<file path="src/common/disk_protect_pkg.sv">
// Summary of operation
// - Flash disk takes both switch and software protection, the SRAM disk software protection only.
// - With the hardware protect switch on, the flash disk is protected whatever the software state.
// - Writing 80h to base port offset zero turns software write protection on.
// - Writing 00h to base port offset zero turns software write protection off.
// - A write cycle aimed at a protected disk is blocked so the contents do not change.
// - Reading the control port shows the current protection mode, writable or read-only.
// - The base port is 210h with the select switch off and 290h with it on, only offset zero decoded.
package disk_protect_pkg;
	localparam logic [9:0] BASE_SW_OFF      = 10'h210;
	localparam logic [9:0] BASE_SW_ON       = 10'h290;
	localparam logic [9:0] PORT_SPAN_MASK   = 10'h3FC;
	localparam logic [1:0] CTRL_OFFSET      = 2'h0;
	localparam logic [7:0] PROTECT_ON_BYTE  = 8'h80;
	localparam logic [7:0] PROTECT_OFF_BYTE = 8'h00;
	localparam logic       SW_PROTECT_RESET = 1'b0;
	localparam logic [7:0] STATUS_RESET     = 8'h00;
	localparam int         STATUS_SW_BIT    = 7;
	localparam int         STATUS_FLASH_BIT = 1;
	localparam int         STATUS_SRAM_BIT  = 0;
	localparam int         SYNC_STAGES      = 2;
endpackage

</file>
<file path="src/pin_sync.sv">
`timescale 1ns/1ps
module pin_sync
	import disk_protect_pkg::*;
(
	input  wire logic clk,
	input  wire logic rst_n,
	input  wire logic clkEn,
	input  wire logic pinIn,
	output logic      pinOut
);
	logic [SYNC_STAGES-1:0] stage_r;

	always_ff @(posedge clk or negedge rst_n)
	begin
		if (!rst_n)
			stage_r <= '0;
		else if (clkEn)
			stage_r <= {stage_r[SYNC_STAGES-2:0], pinIn};
	end

	assign pinOut = stage_r[SYNC_STAGES-1];
endmodule

</file>
<file path="src/disk_write_protect_port.sv">
`timescale 1ns/1ps
module disk_write_protect_port
	import disk_protect_pkg::*;
(
	input  wire logic       clk,
	input  wire logic       rst_n,
	input  wire logic       clkEn,
	input  wire logic [9:0] ioAddr,
	input  wire logic       ioWrStb,
	input  wire logic       ioRdStb,
	input  wire logic [7:0] ioWrData,
	output logic      [7:0] ioRdData,
	output logic            ioRdHit,
	input  wire logic       basePortSelectSwitch,
	input  wire logic       hwProtectSwitch,
	input  wire logic       flashWrReq,
	input  wire logic       sramWrReq,
	output logic            flashWrEn,
	output logic            sramWrEn,
	output logic            flashProtected,
	output logic            sramProtected
);
	logic       swProtect_r;
	logic       swProtect_nxt;
	logic [7:0] rdData_r;
	logic       baseSel;
	logic       hwProt;
	logic [9:0] basePort;
	logic       ctrlHit;
	logic       ctrlWr;
	logic [7:0] statusByte;
	logic [1:0] pinRaw;
	logic [1:0] pinSynced;
	logic       rdTake;

	function automatic logic portMatch(input logic [9:0] addr, input logic [9:0] base,
		input logic [1:0] off);
		portMatch = ((addr & PORT_SPAN_MASK) == base) && (addr[1:0] == off);
	endfunction

	// both board switches are asynchronous to clk and pass two flops first
	assign pinRaw = {hwProtectSwitch, basePortSelectSwitch};

	for (genvar g = 0; g < 2; g++)
	begin : gSync
		pin_sync pin_sync_i
		(
			.clk    (clk),
			.rst_n  (rst_n),
			.clkEn  (clkEn),
			.pinIn  (pinRaw[g]),
			.pinOut (pinSynced[g])
		);
	end

	assign baseSel = pinSynced[0];
	assign hwProt  = pinSynced[1];

	assign basePort = baseSel ? BASE_SW_ON : BASE_SW_OFF;
	assign ctrlHit  = portMatch(ioAddr, basePort, CTRL_OFFSET);
	assign ctrlWr   = clkEn && ioWrStb && ctrlHit;
	assign rdTake   = clkEn && ioRdStb && ctrlHit;

	// only the two documented bytes change the mode; other values are ignored
	assign swProtect_nxt = (ctrlWr && ioWrData == PROTECT_ON_BYTE)  ? 1'b1 :
	                       (ctrlWr && ioWrData == PROTECT_OFF_BYTE) ? 1'b0 :
	                       swProtect_r;

	assign flashProtected = swProtect_r || hwProt;
	assign sramProtected  = swProtect_r;
	assign flashWrEn      = flashWrReq && !flashProtected;
	assign sramWrEn       = sramWrReq && !sramProtected;

	always_comb
	begin
		statusByte = 8'h00;
		statusByte[STATUS_SW_BIT]    = swProtect_r;
		statusByte[STATUS_FLASH_BIT] = flashProtected;
		statusByte[STATUS_SRAM_BIT]  = sramProtected;
	end

	always_ff @(posedge clk or negedge rst_n)
	begin
		if (!rst_n)
			swProtect_r <= SW_PROTECT_RESET;
		else if (clkEn)
			swProtect_r <= swProtect_nxt;
	end

	always_ff @(posedge clk or negedge rst_n)
	begin
		if (!rst_n)
			rdData_r <= STATUS_RESET;
		else if (rdTake)
			rdData_r <= statusByte;
	end

	assign ioRdData = rdData_r;
	assign ioRdHit  = ioRdStb && ctrlHit;
endmodule

</file>
<file path="config.mk">
export PLATFORM = sky130hd
export DESIGN_NAME = disk_write_protect_port
export DESIGN_NICKNAME = d
export VERILOG_FILES = /design/src/common/disk_protect_pkg.sv /design/src/pin_sync.sv /design/src/disk_write_protect_port.sv
export SDC_FILE = /design/constraint.sdc
export NUM_CORES = 1
export LEC_CHECK = 0
export BUFFER_PORTS_ARGS = -buffer_cell sky130_fd_sc_hd__buf_4
export CAP_MARGIN = 15
export CORE_AREA = 2 2 39 41
export DETAILED_ROUTE_END_ITERATION = 8
export DIE_AREA = 0 0 41 43
export GPL_ROUTABILITY_DRIVEN = 0
export PLACE_DENSITY = 0.7
export SETUP_SLACK_MARGIN = 0.5
export SLEW_MARGIN = 25
export SYNTH_ARGS = -nofsm -noshare
export SYNTH_HDL_FRONTEND = slang
export SYNTH_SLANG_ARGS = --single-unit
</file>
<file path="constraint.sdc">
create_clock -name clk -period 1.7 [get_ports clk]
set_input_delay 0.085 -clock clk [delete_from_list [all_inputs] [get_ports clk]]
set_output_delay 0.085 -clock clk [all_outputs]
set_load 0.005 [all_outputs]
</file>
# Word level (Yosys, flattened, before mapping)
# Index checks and enable logic that the tools add are counted.
# op_classes
addsub	0
mul	0
div_mod_pow	0
n_lt_le_gt_ge	0
eq_ne	2
shifts	0
muxes	3
n_bitwise	0
n_reduce_logical	17
# ops
cell	n
$eq A10 B10 Y1	1
$logic_and A1 B1 Y1	10
$eq A8 B8 Y1 const B	1
$logic_not A8 Y1	1
$mux W8	1
$logic_not A1 Y1	2
$logic_not A2 Y1	1
$mux W1	2
$reduce_and A2 Y1	1
$reduce_bool A2 Y1	1
$logic_or A1 B1 Y1	1
# word_totals
ff_bits	8
latch_bits	0
ramBits	0
romBits	0
input_bits	27
out_inout_bits	13
elab_cells	26
memories	0

# Depth between registers and ports, before layout
# Gate-level depths: netlist of the first run.
# depth
depth_word	7
depth_mapped	4
ltp_nobuf	4

# Cells and area by module
# From an unflattened synthesis of the first run, not the netlist that was laid out.
# hier_totals
cells_unflattened	39
area_unflattened_um2	420.4
# by_module_without_submodules
mod	n_inst	cells_per_inst	area_per_inst_um2	seq_area_each_um2
disk_write_protect_port	1	31	275.3	75.1
pin_sync	2	4	72.6	50.0

# Worst setup path after synthesis of the first run
# OpenSTA, ideal clock, no wires.
# synth_timing
path_type	flip-flop to flip-flop
from	reg gSync[0].pin_sync_i.stage_r[1]
to	reg rdData_r[0], in the netlist ioRdData[0]
setup_time_ns	0.127
arrival_ns	1.114
t_required_ns	1.573
slack_ns	0.459
stages_incl_launch_ff	5
path_buffers	0
synth_period_minus_slack_ns	1.241
path_cell_list	dfrtp_1 -> xnor2_1 -> and4_1 -> nand3_2 -> mux2_1
# synth_between
elab_chain_cells	4
# synth_lines
item	line	source
from (decl)	pin_sync.sv:11	logic [SYNC_STAGES-1:0] stage_r;
from (signal assigned)	pin_sync.sv:18	stage_r <= {stage_r[SYNC_STAGES-2:0], pinIn};
$mux W8	disk_write_protect_port.sv:59	assign basePort = baseSel ? BASE_SW_ON : BASE_SW_OFF;
$eq A10 B10 Y1	disk_write_protect_port.sv:38	portMatch = ((addr & PORT_SPAN_MASK) == base) && (addr[1:0] == off);
$logic_and A1 B1 Y1	disk_write_protect_port.sv:38	
$logic_and A1 B1 Y1	disk_write_protect_port.sv:62	assign rdTake = clkEn && ioRdStb && ctrlHit;
to (signal assigned)	disk_write_protect_port.sv:95	rdData_r <= statusByte;
to (decl)	disk_write_protect_port.sv:25	logic [7:0] rdData_r;
# Every way passes these cells.
# A chain may end at the register's enable or synchronous reset.

# Worst setup path after layout of the first run
# layout_timing
from	reg gSync[0].pin_sync_i.stage_r[1]
to	out ioRdHit
# layout_between
elab_chain_cells	4
# layout_lines
item	line	source
$mux W8	disk_write_protect_port.sv:59	
$eq A10 B10 Y1	disk_write_protect_port.sv:38	
$logic_and A1 B1 Y1	disk_write_protect_port.sv:38	
$logic_and A1 B1 Y1	disk_write_protect_port.sv:99	assign ioRdHit = ioRdStb && ctrlHit;
to (decl)	disk_write_protect_port.sv:13	output logic ioRdHit,
# Every way passes these cells.

==> impl_metrics.env, run 1 <==
export IMPL_r2r_slack_ps=420
export IMPL_fmax_mhz=752
export IMPL_detailedPlace_worstSlack_ps=422
export IMPL_synthCells=36
export IMPL_fin_crit_sh=0.783
export IMPL_layoutNonFillerInstCount=90
export IMPL_grt_pass1_vias=398
export IMPL_cts_tree="built"
export IMPL_cts_inserted_buffers=3
export IMPL_path_clk_slew_ps=60
export IMPL_multiInputGateArea_um2=221
export IMPL_viasPerCell=4.19
export IMPL_leakagePower_uw=0.000375
export IMPL_grt_max_degree=8
export IMPL_finalSetupViolations=0
export IMPL_hold_path_class="input pin to flop"
export IMPL_drive_gt1_frac=0.676
export IMPL_synth_main_ff_cell="dfrtp_1"
export IMPL_cp_num_buf_inv=1
export IMPL_min_period_ps=1330
export IMPL_area_growth_pct=77.5
export IMPL_clock_skew_ps=7.13
export IMPL_crit_chain="xnor2_1 > and4_4 > and2_1 > buf_4"
export IMPL_antenna_found_initial=0
export IMPL_synth_top_area_frac=0.432
export IMPL_dp_cells=84
export IMPL_finalHoldViolations=0
export IMPL_rows=14
export IMPL_cap_violations=0
export IMPL_max_stage_delay_ps=380
export IMPL_diodes=0
export IMPL_initial_core_util=0.293
export IMPL_h_tree_depth=1
export IMPL_end_kind="primary output"
export IMPL_synthArstFlopShare=1.00
export IMPL_ys_seq_elements=7
export IMPL_ant_nets=0
export IMPL_synth_area_per_cell_um2=11.3
export IMPL_clkSinkCount=7
export IMPL_holdWs_ps=69.8
export IMPL_criticalPathCategory="flop to primary output"
export IMPL_pwr_density_cell_nw_per_um2=609
export IMPL_crit_path_start_kind="flop"
export IMPL_ys_types=19
export IMPL_yosys_warnings=0
export IMPL_die_area_um2=1760
export IMPL_grt_overflow_total=0
export IMPL_grt_use_total=0.141
export IMPL_final_setup_worst_slack_ps=369
export IMPL_ys_top_cells_by_count="dfrtp_1 (7), buf_4 (6), mux2_2 (5), mux2_1 (2), nor2_1 (2)"
export IMPL_synth_top_cells_by_area="dfrtp_1 (43%), mux2_2 (14%), buf_4 (11%)"
export IMPL_path_delay_family="flip-flops"
export IMPL_ir_worst_vdd_mv=0.539
export IMPL_synth_edff_count=0
export IMPL_hpwl_um=786
export IMPL_critPathMaxFanout=3
export IMPL_critical_path_arrival_ps=1250
export IMPL_post_synth_top_count_cell="dfrtp_1"
export IMPL_cts_root_buf="clkbuf_4"
export IMPL_drtIter0Drc=0
export IMPL_io_pin_count=40
export IMPL_synth_seq_area_share=0.432
export IMPL_seq_area_um2=175
export IMPL_drc_errors=0
export IMPL_fp_dieH_um=43
export IMPL_insertion_delay_ps=250
export IMPL_fp_dieW_um=41
export IMPL_fill_cells=127
export IMPL_io_buffers=34
export IMPL_vias=377
export IMPL_synth_area_um2=405
export IMPL_wl_um=941
export IMPL_slew_viol_final=0
export IMPL_max_clock_path_buffers=2
export IMPL_finalSetupTns_ps=0
export IMPL_status="complete, no violations"
export IMPL_final_net_count=102
export IMPL_wl_per_cell_um=10.5
export IMPL_drtPass1Iterations=1
export IMPL_required_ps=1620
export IMPL_grt_setup_unrepaired="true"
export IMPL_coreArea_um2=1380
export IMPL_crit_slowest_cell="dfrtp_1"
export IMPL_fin_util=0.520
export IMPL_grt_pass1_wl_um=1660
export IMPL_yosys_area_top_type="dfrtp_1"
==> stage by stage <==
step	cell area (um2)	power (uW)
3_3_place_gp	651	280
3_5_place_dp	651	282
6_report	719	438
5_1_grt	719	471
2_1_floorplan	420	224
4_1_cts	701	445
==> final timing paths <==
check | start | depth (start not counted) | end
max reg2reg | gSync[0].pin_sync_i.stage_r[1] | 4 | ioRdData[1]
min | ioWrData[7] | 2 | sramProtected
min in group asynchronous | rst_n | 2 | sramProtected
max | gSync[0].pin_sync_i.stage_r[1] | 4 | ioRdHit
max in group asynchronous | rst_n | 2 | gSync[0].pin_sync_i.stage_r[0]
min reg2reg | ioRdData[1] | 1 | ioRdData[1]
==> sequential cells by signal (all words and copies together) (netlist names) <==
signal                    cells
ioRdData                      2
sramProtected                 1
gSync.pin_sync_i.stage_r      4
==> cell families after synthesis <==
family        Yosys count  synth area share
other cells             1           0.00925
xor+xnor                1            0.0216
flops                   7             0.432
simple gates           13             0.222
buf+inv                 7             0.120
mux                     7             0.194
==> layout by cell type, fill, tap and decap left out <==
cell,synthesis,routed
buf_4,6,35
dfrtp_1,7,7
conb_1,1,5
mux2_2,5,4
clkbuf_4,0,3
nand3_2,1,2
mux2_4,0,2
or2_4,0,1
inv_1,1,1
nor2_4,0,1
nor2b_1,1,1
nor2_1,2,1
nor4b_2,1,1
xnor2_1,1,1
nor3b_1,1,1
and4_4,0,1
and2_1,1,1
nor4_1,1,1
and3_1,1,1
nor3_1,1,1
mux2_1,2,1
clkbuf_1,0,1
dlygate4sd3_1,0,1
==> area by class of cell <==
class,count,area share
clock buffers,4,0.0365
flip-flops and latches,7,0.243
well taps,16,0.0278
multi-input cells,26,0.308
inverters,1,0.00522
repair buffers,36,0.379
==> layer usage <==
layer	vias to the layer above	wire, um	GRT usage	share of wire
met5	-	0	0	0
met4	0	0	0.0600	0
met3	0	58	0.0628	0.062
met2	15	525	0.222	0.56
met1	173	357	0.156	0.38
li1	189	-	-	-
==> power by group <==
group | internal [uW] | total, uW | switching, uW
clock network | 89.6 | 151 | 61.7
logic | 70.5 | 101 | 31.0
registers | 179 | 185 | 6.28
==> repair_timing <==
action,CTS,global route
hold endpoints to repair,7,0
hold buffers,1,0
setup buffers,1,0
resized for setup,2,5
endpoints found under the setup margin,6,5
pin swaps,1,1
Power figures use the tool's default switching activity.
==> run 2, diff against run 1 <==
--- a/config.mk
+++ b/config.mk
@@ -7,11 +7,10 @@
 export LEC_CHECK = 0
 export BUFFER_PORTS_ARGS = -buffer_cell sky130_fd_sc_hd__buf_4
 export CAP_MARGIN = 15
-export CORE_AREA = 2 2 39 41
+export CORE_UTILIZATION = 30
 export DETAILED_ROUTE_END_ITERATION = 8
-export DIE_AREA = 0 0 41 43
 export GPL_ROUTABILITY_DRIVEN = 0
-export PLACE_DENSITY = 0.7
+export PLACE_DENSITY = 0.72
 export SETUP_SLACK_MARGIN = 0.5
 export SLEW_MARGIN = 25
 export SYNTH_ARGS = -nofsm -noshare
==> constraint.sdc (replaced) <==
create_clock -name clk -period 1.1 [get_ports clk]
set_input_delay 0.055 -clock clk [delete_from_list [all_inputs] [get_ports clk]]
set_output_delay 0.055 -clock clk [all_outputs]
set_load 0.005 [all_outputs]
==> impl_metrics.env, run 2 (synthesis gave the netlist of run 1 again) <==
export IMPL_placed_area_um2=661
export IMPL_slew_viol_final=0
export IMPL_critical_path_arrival_ps=1220
export IMPL_io_buffers=34
export IMPL_drive_gt1_frac=0.684
export IMPL_min_period_ps=1270
export IMPL_io_pin_count=40
export IMPL_crit_path_start_kind="flop"
export IMPL_met2WireLength_um=454
export IMPL_area_growth_pct=86.7
export IMPL_cts_inserted_buffers=3
export IMPL_grt_pass1_vias=378
export IMPL_hold_path_class="input pin to flop"
export IMPL_h_tree_depth=1
export IMPL_regMostFlops="gSync.pin_sync_i.stage_r"
export IMPL_path_clk_slew_ps=50
export IMPL_required_ps=1040
export IMPL_fill_cells=105
export IMPL_timing_rr_start="gSync[0].pin_sync_i.stage_r[1]"
export IMPL_vias=394
export IMPL_rows=12
export IMPL_r2r_slack_ps=-160
export IMPL_drtIter0Drc=2
export IMPL_cts_tree="built"
export IMPL_ir_worst_vdd_mv=0.748
export IMPL_route_met3_wl_um=74
export IMPL_die_area_um2=1500
export IMPL_pwr_density_cell_nw_per_um2=932
export IMPL_top_layer_used="met3"
export IMPL_critPathMaxFanout=3
export IMPL_antenna_found_initial=0
export IMPL_fin_crit_sh=1.16
export IMPL_failed_checks="negative setup slack"
export IMPL_worstRegToRegCells=4
export IMPL_fmax_mhz=787
export IMPL_grt_setup_unrepaired="true"
export IMPL_drc_errors=0
export IMPL_design_area_um2=757
export IMPL_coreArea_um2=1190
export IMPL_fin_util=0.638
export IMPL_drtPass1Iterations=4
export IMPL_finalSetupViolations=5
export IMPL_holdWs_ps=30.7
export IMPL_ant_nets=0
export IMPL_detailedPlace_worstSlack_ps=-142
export IMPL_fp_dieW_um=38.8
export IMPL_grt_overflow_total=0
export IMPL_wl_per_cell_um=9.56
export IMPL_grt_pass1_wl_um=1410
export IMPL_max_stage_delay_ps=390
export IMPL_cts_root_buf="clkbuf_4"
export IMPL_wl_um=860
export IMPL_grt_use_total=0.140
export IMPL_viasPerCell=4.38
export IMPL_largest_reg_flops=4
export IMPL_clock_skew_ps=3.33
export IMPL_fp_dieH_um=38.8
export IMPL_cap_violations=0
export IMPL_max_clock_path_buffers=2
export IMPL_end_kind="primary output"
export IMPL_criticalPathCategory="flop to primary output"
export IMPL_final_common_cell="buf_4"
export IMPL_initial_core_util=0.342
export IMPL_wl_met1_um=331
export IMPL_status="finished, violations left"
export IMPL_startpoint="gSync[0].pin_sync_i.stage_r[1]"
export IMPL_crit_slowest_cell="dfrtp_1"
export IMPL_insertion_delay_ps=250
export IMPL_leakagePower_uw=0.000405
export IMPL_final_setup_worst_slack_ps=-171
export IMPL_diodes=0
export IMPL_finalSetupTns_ps=-615
export IMPL_grt_max_degree=8
export IMPL_crit_end="ioRdHit"
export IMPL_clkSinkCount=7
export IMPL_crit_chain="xnor2_1 > and4_4 > and2_1 > buf_4"
export IMPL_r2r_end="ioRdData[0]"
export IMPL_finalHoldViolations=0
export IMPL_final_cell_mix="buf_4 (31), dfrtp_1 (7), buf_6 (6)"
export IMPL_final_net_count=104
## run 2: changes by cell type in the layout (fill, tap and decap cells not counted)
cell      delta
nand3_1      +1
nor2_2       +1
buf_6        +6
mux2_4       +3
buf_4        -4
mux2_2       -3
clkinv_2     +1
nand3_2      -1
nor2_4       -1
clkbuf_1     -1
## run 2: repair_timing
action,CTS,global route
endpoints found under the hold margin,7,0
setup buffers,1,1
resized for setup,11,1
endpoints found under the setup margin,15,15
pin swaps,1,1
hold buffers,1,0
## run 2: worst min path at each step
stage	startpoint	endpoint	slack, ps	depth (start not counted)
4_1_cts	hwProtectSwitch	gSync[1].pin_sync_i.stage_r[0]	20	2
3_5_place_dp	rst_n	gSync[1].pin_sync_i.stage_r[0]	-130	1
3_3_place_gp	rst_n	gSync[1].pin_sync_i.stage_r[0]	-130	1
5_1_grt	basePortSelectSwitch	gSync[0].pin_sync_i.stage_r[0]	20	2
6_report	basePortSelectSwitch	gSync[0].pin_sync_i.stage_r[0]	30	2
2_1_floorplan	rst_n	gSync[0].pin_sync_i.stage_r[0]	-240	0
## run 2: worst max-delay path: cells and delay by family, from the launching register on
| family | cells | cell delay, ps |
|---|---|---|
| AND/OR/NAND/NOR | 2 | 350 |
| flip-flops | 1 | 390 |
| XOR/XNOR | 1 | 130 |
| buffers and inverters | 1 | 100 |
## run 2: layout make-up
class	count	area (um2)	area share
Sequential cell	7	175	0.231
Clock inverter	1	5.00	0.00661
Clock buffer	3	22.5	0.0298
Inverter	1	3.75	0.00496
Tap cell	14	17.5	0.0231
Timing Repair Buffer	38	310	0.410
Multi-Input combinational cell	26	223	0.294
## run 2: report_power, final
group          internal [uW]  leakage, uW  switching [uW]
Clock                    133    0.0000177             100
Combinational            135     0.000299            51.2
Sequential               277    0.0000887            10.2
## run 2: routing by layer
metal / global-route usage / up-vias
met5: 0 / -
met4: 0.0259 / 0
met3: 0.0694 / 0
met2: 0.250 / 19
met1: 0.148 / 182
li1: - / 193
## run 2: metrics by stage
stage	cells	power, uW
after floorplan	40	352
after global placement	83	438
after detailed placement	83	441
after CTS	89	710
after global routing	90	749
final	90	706
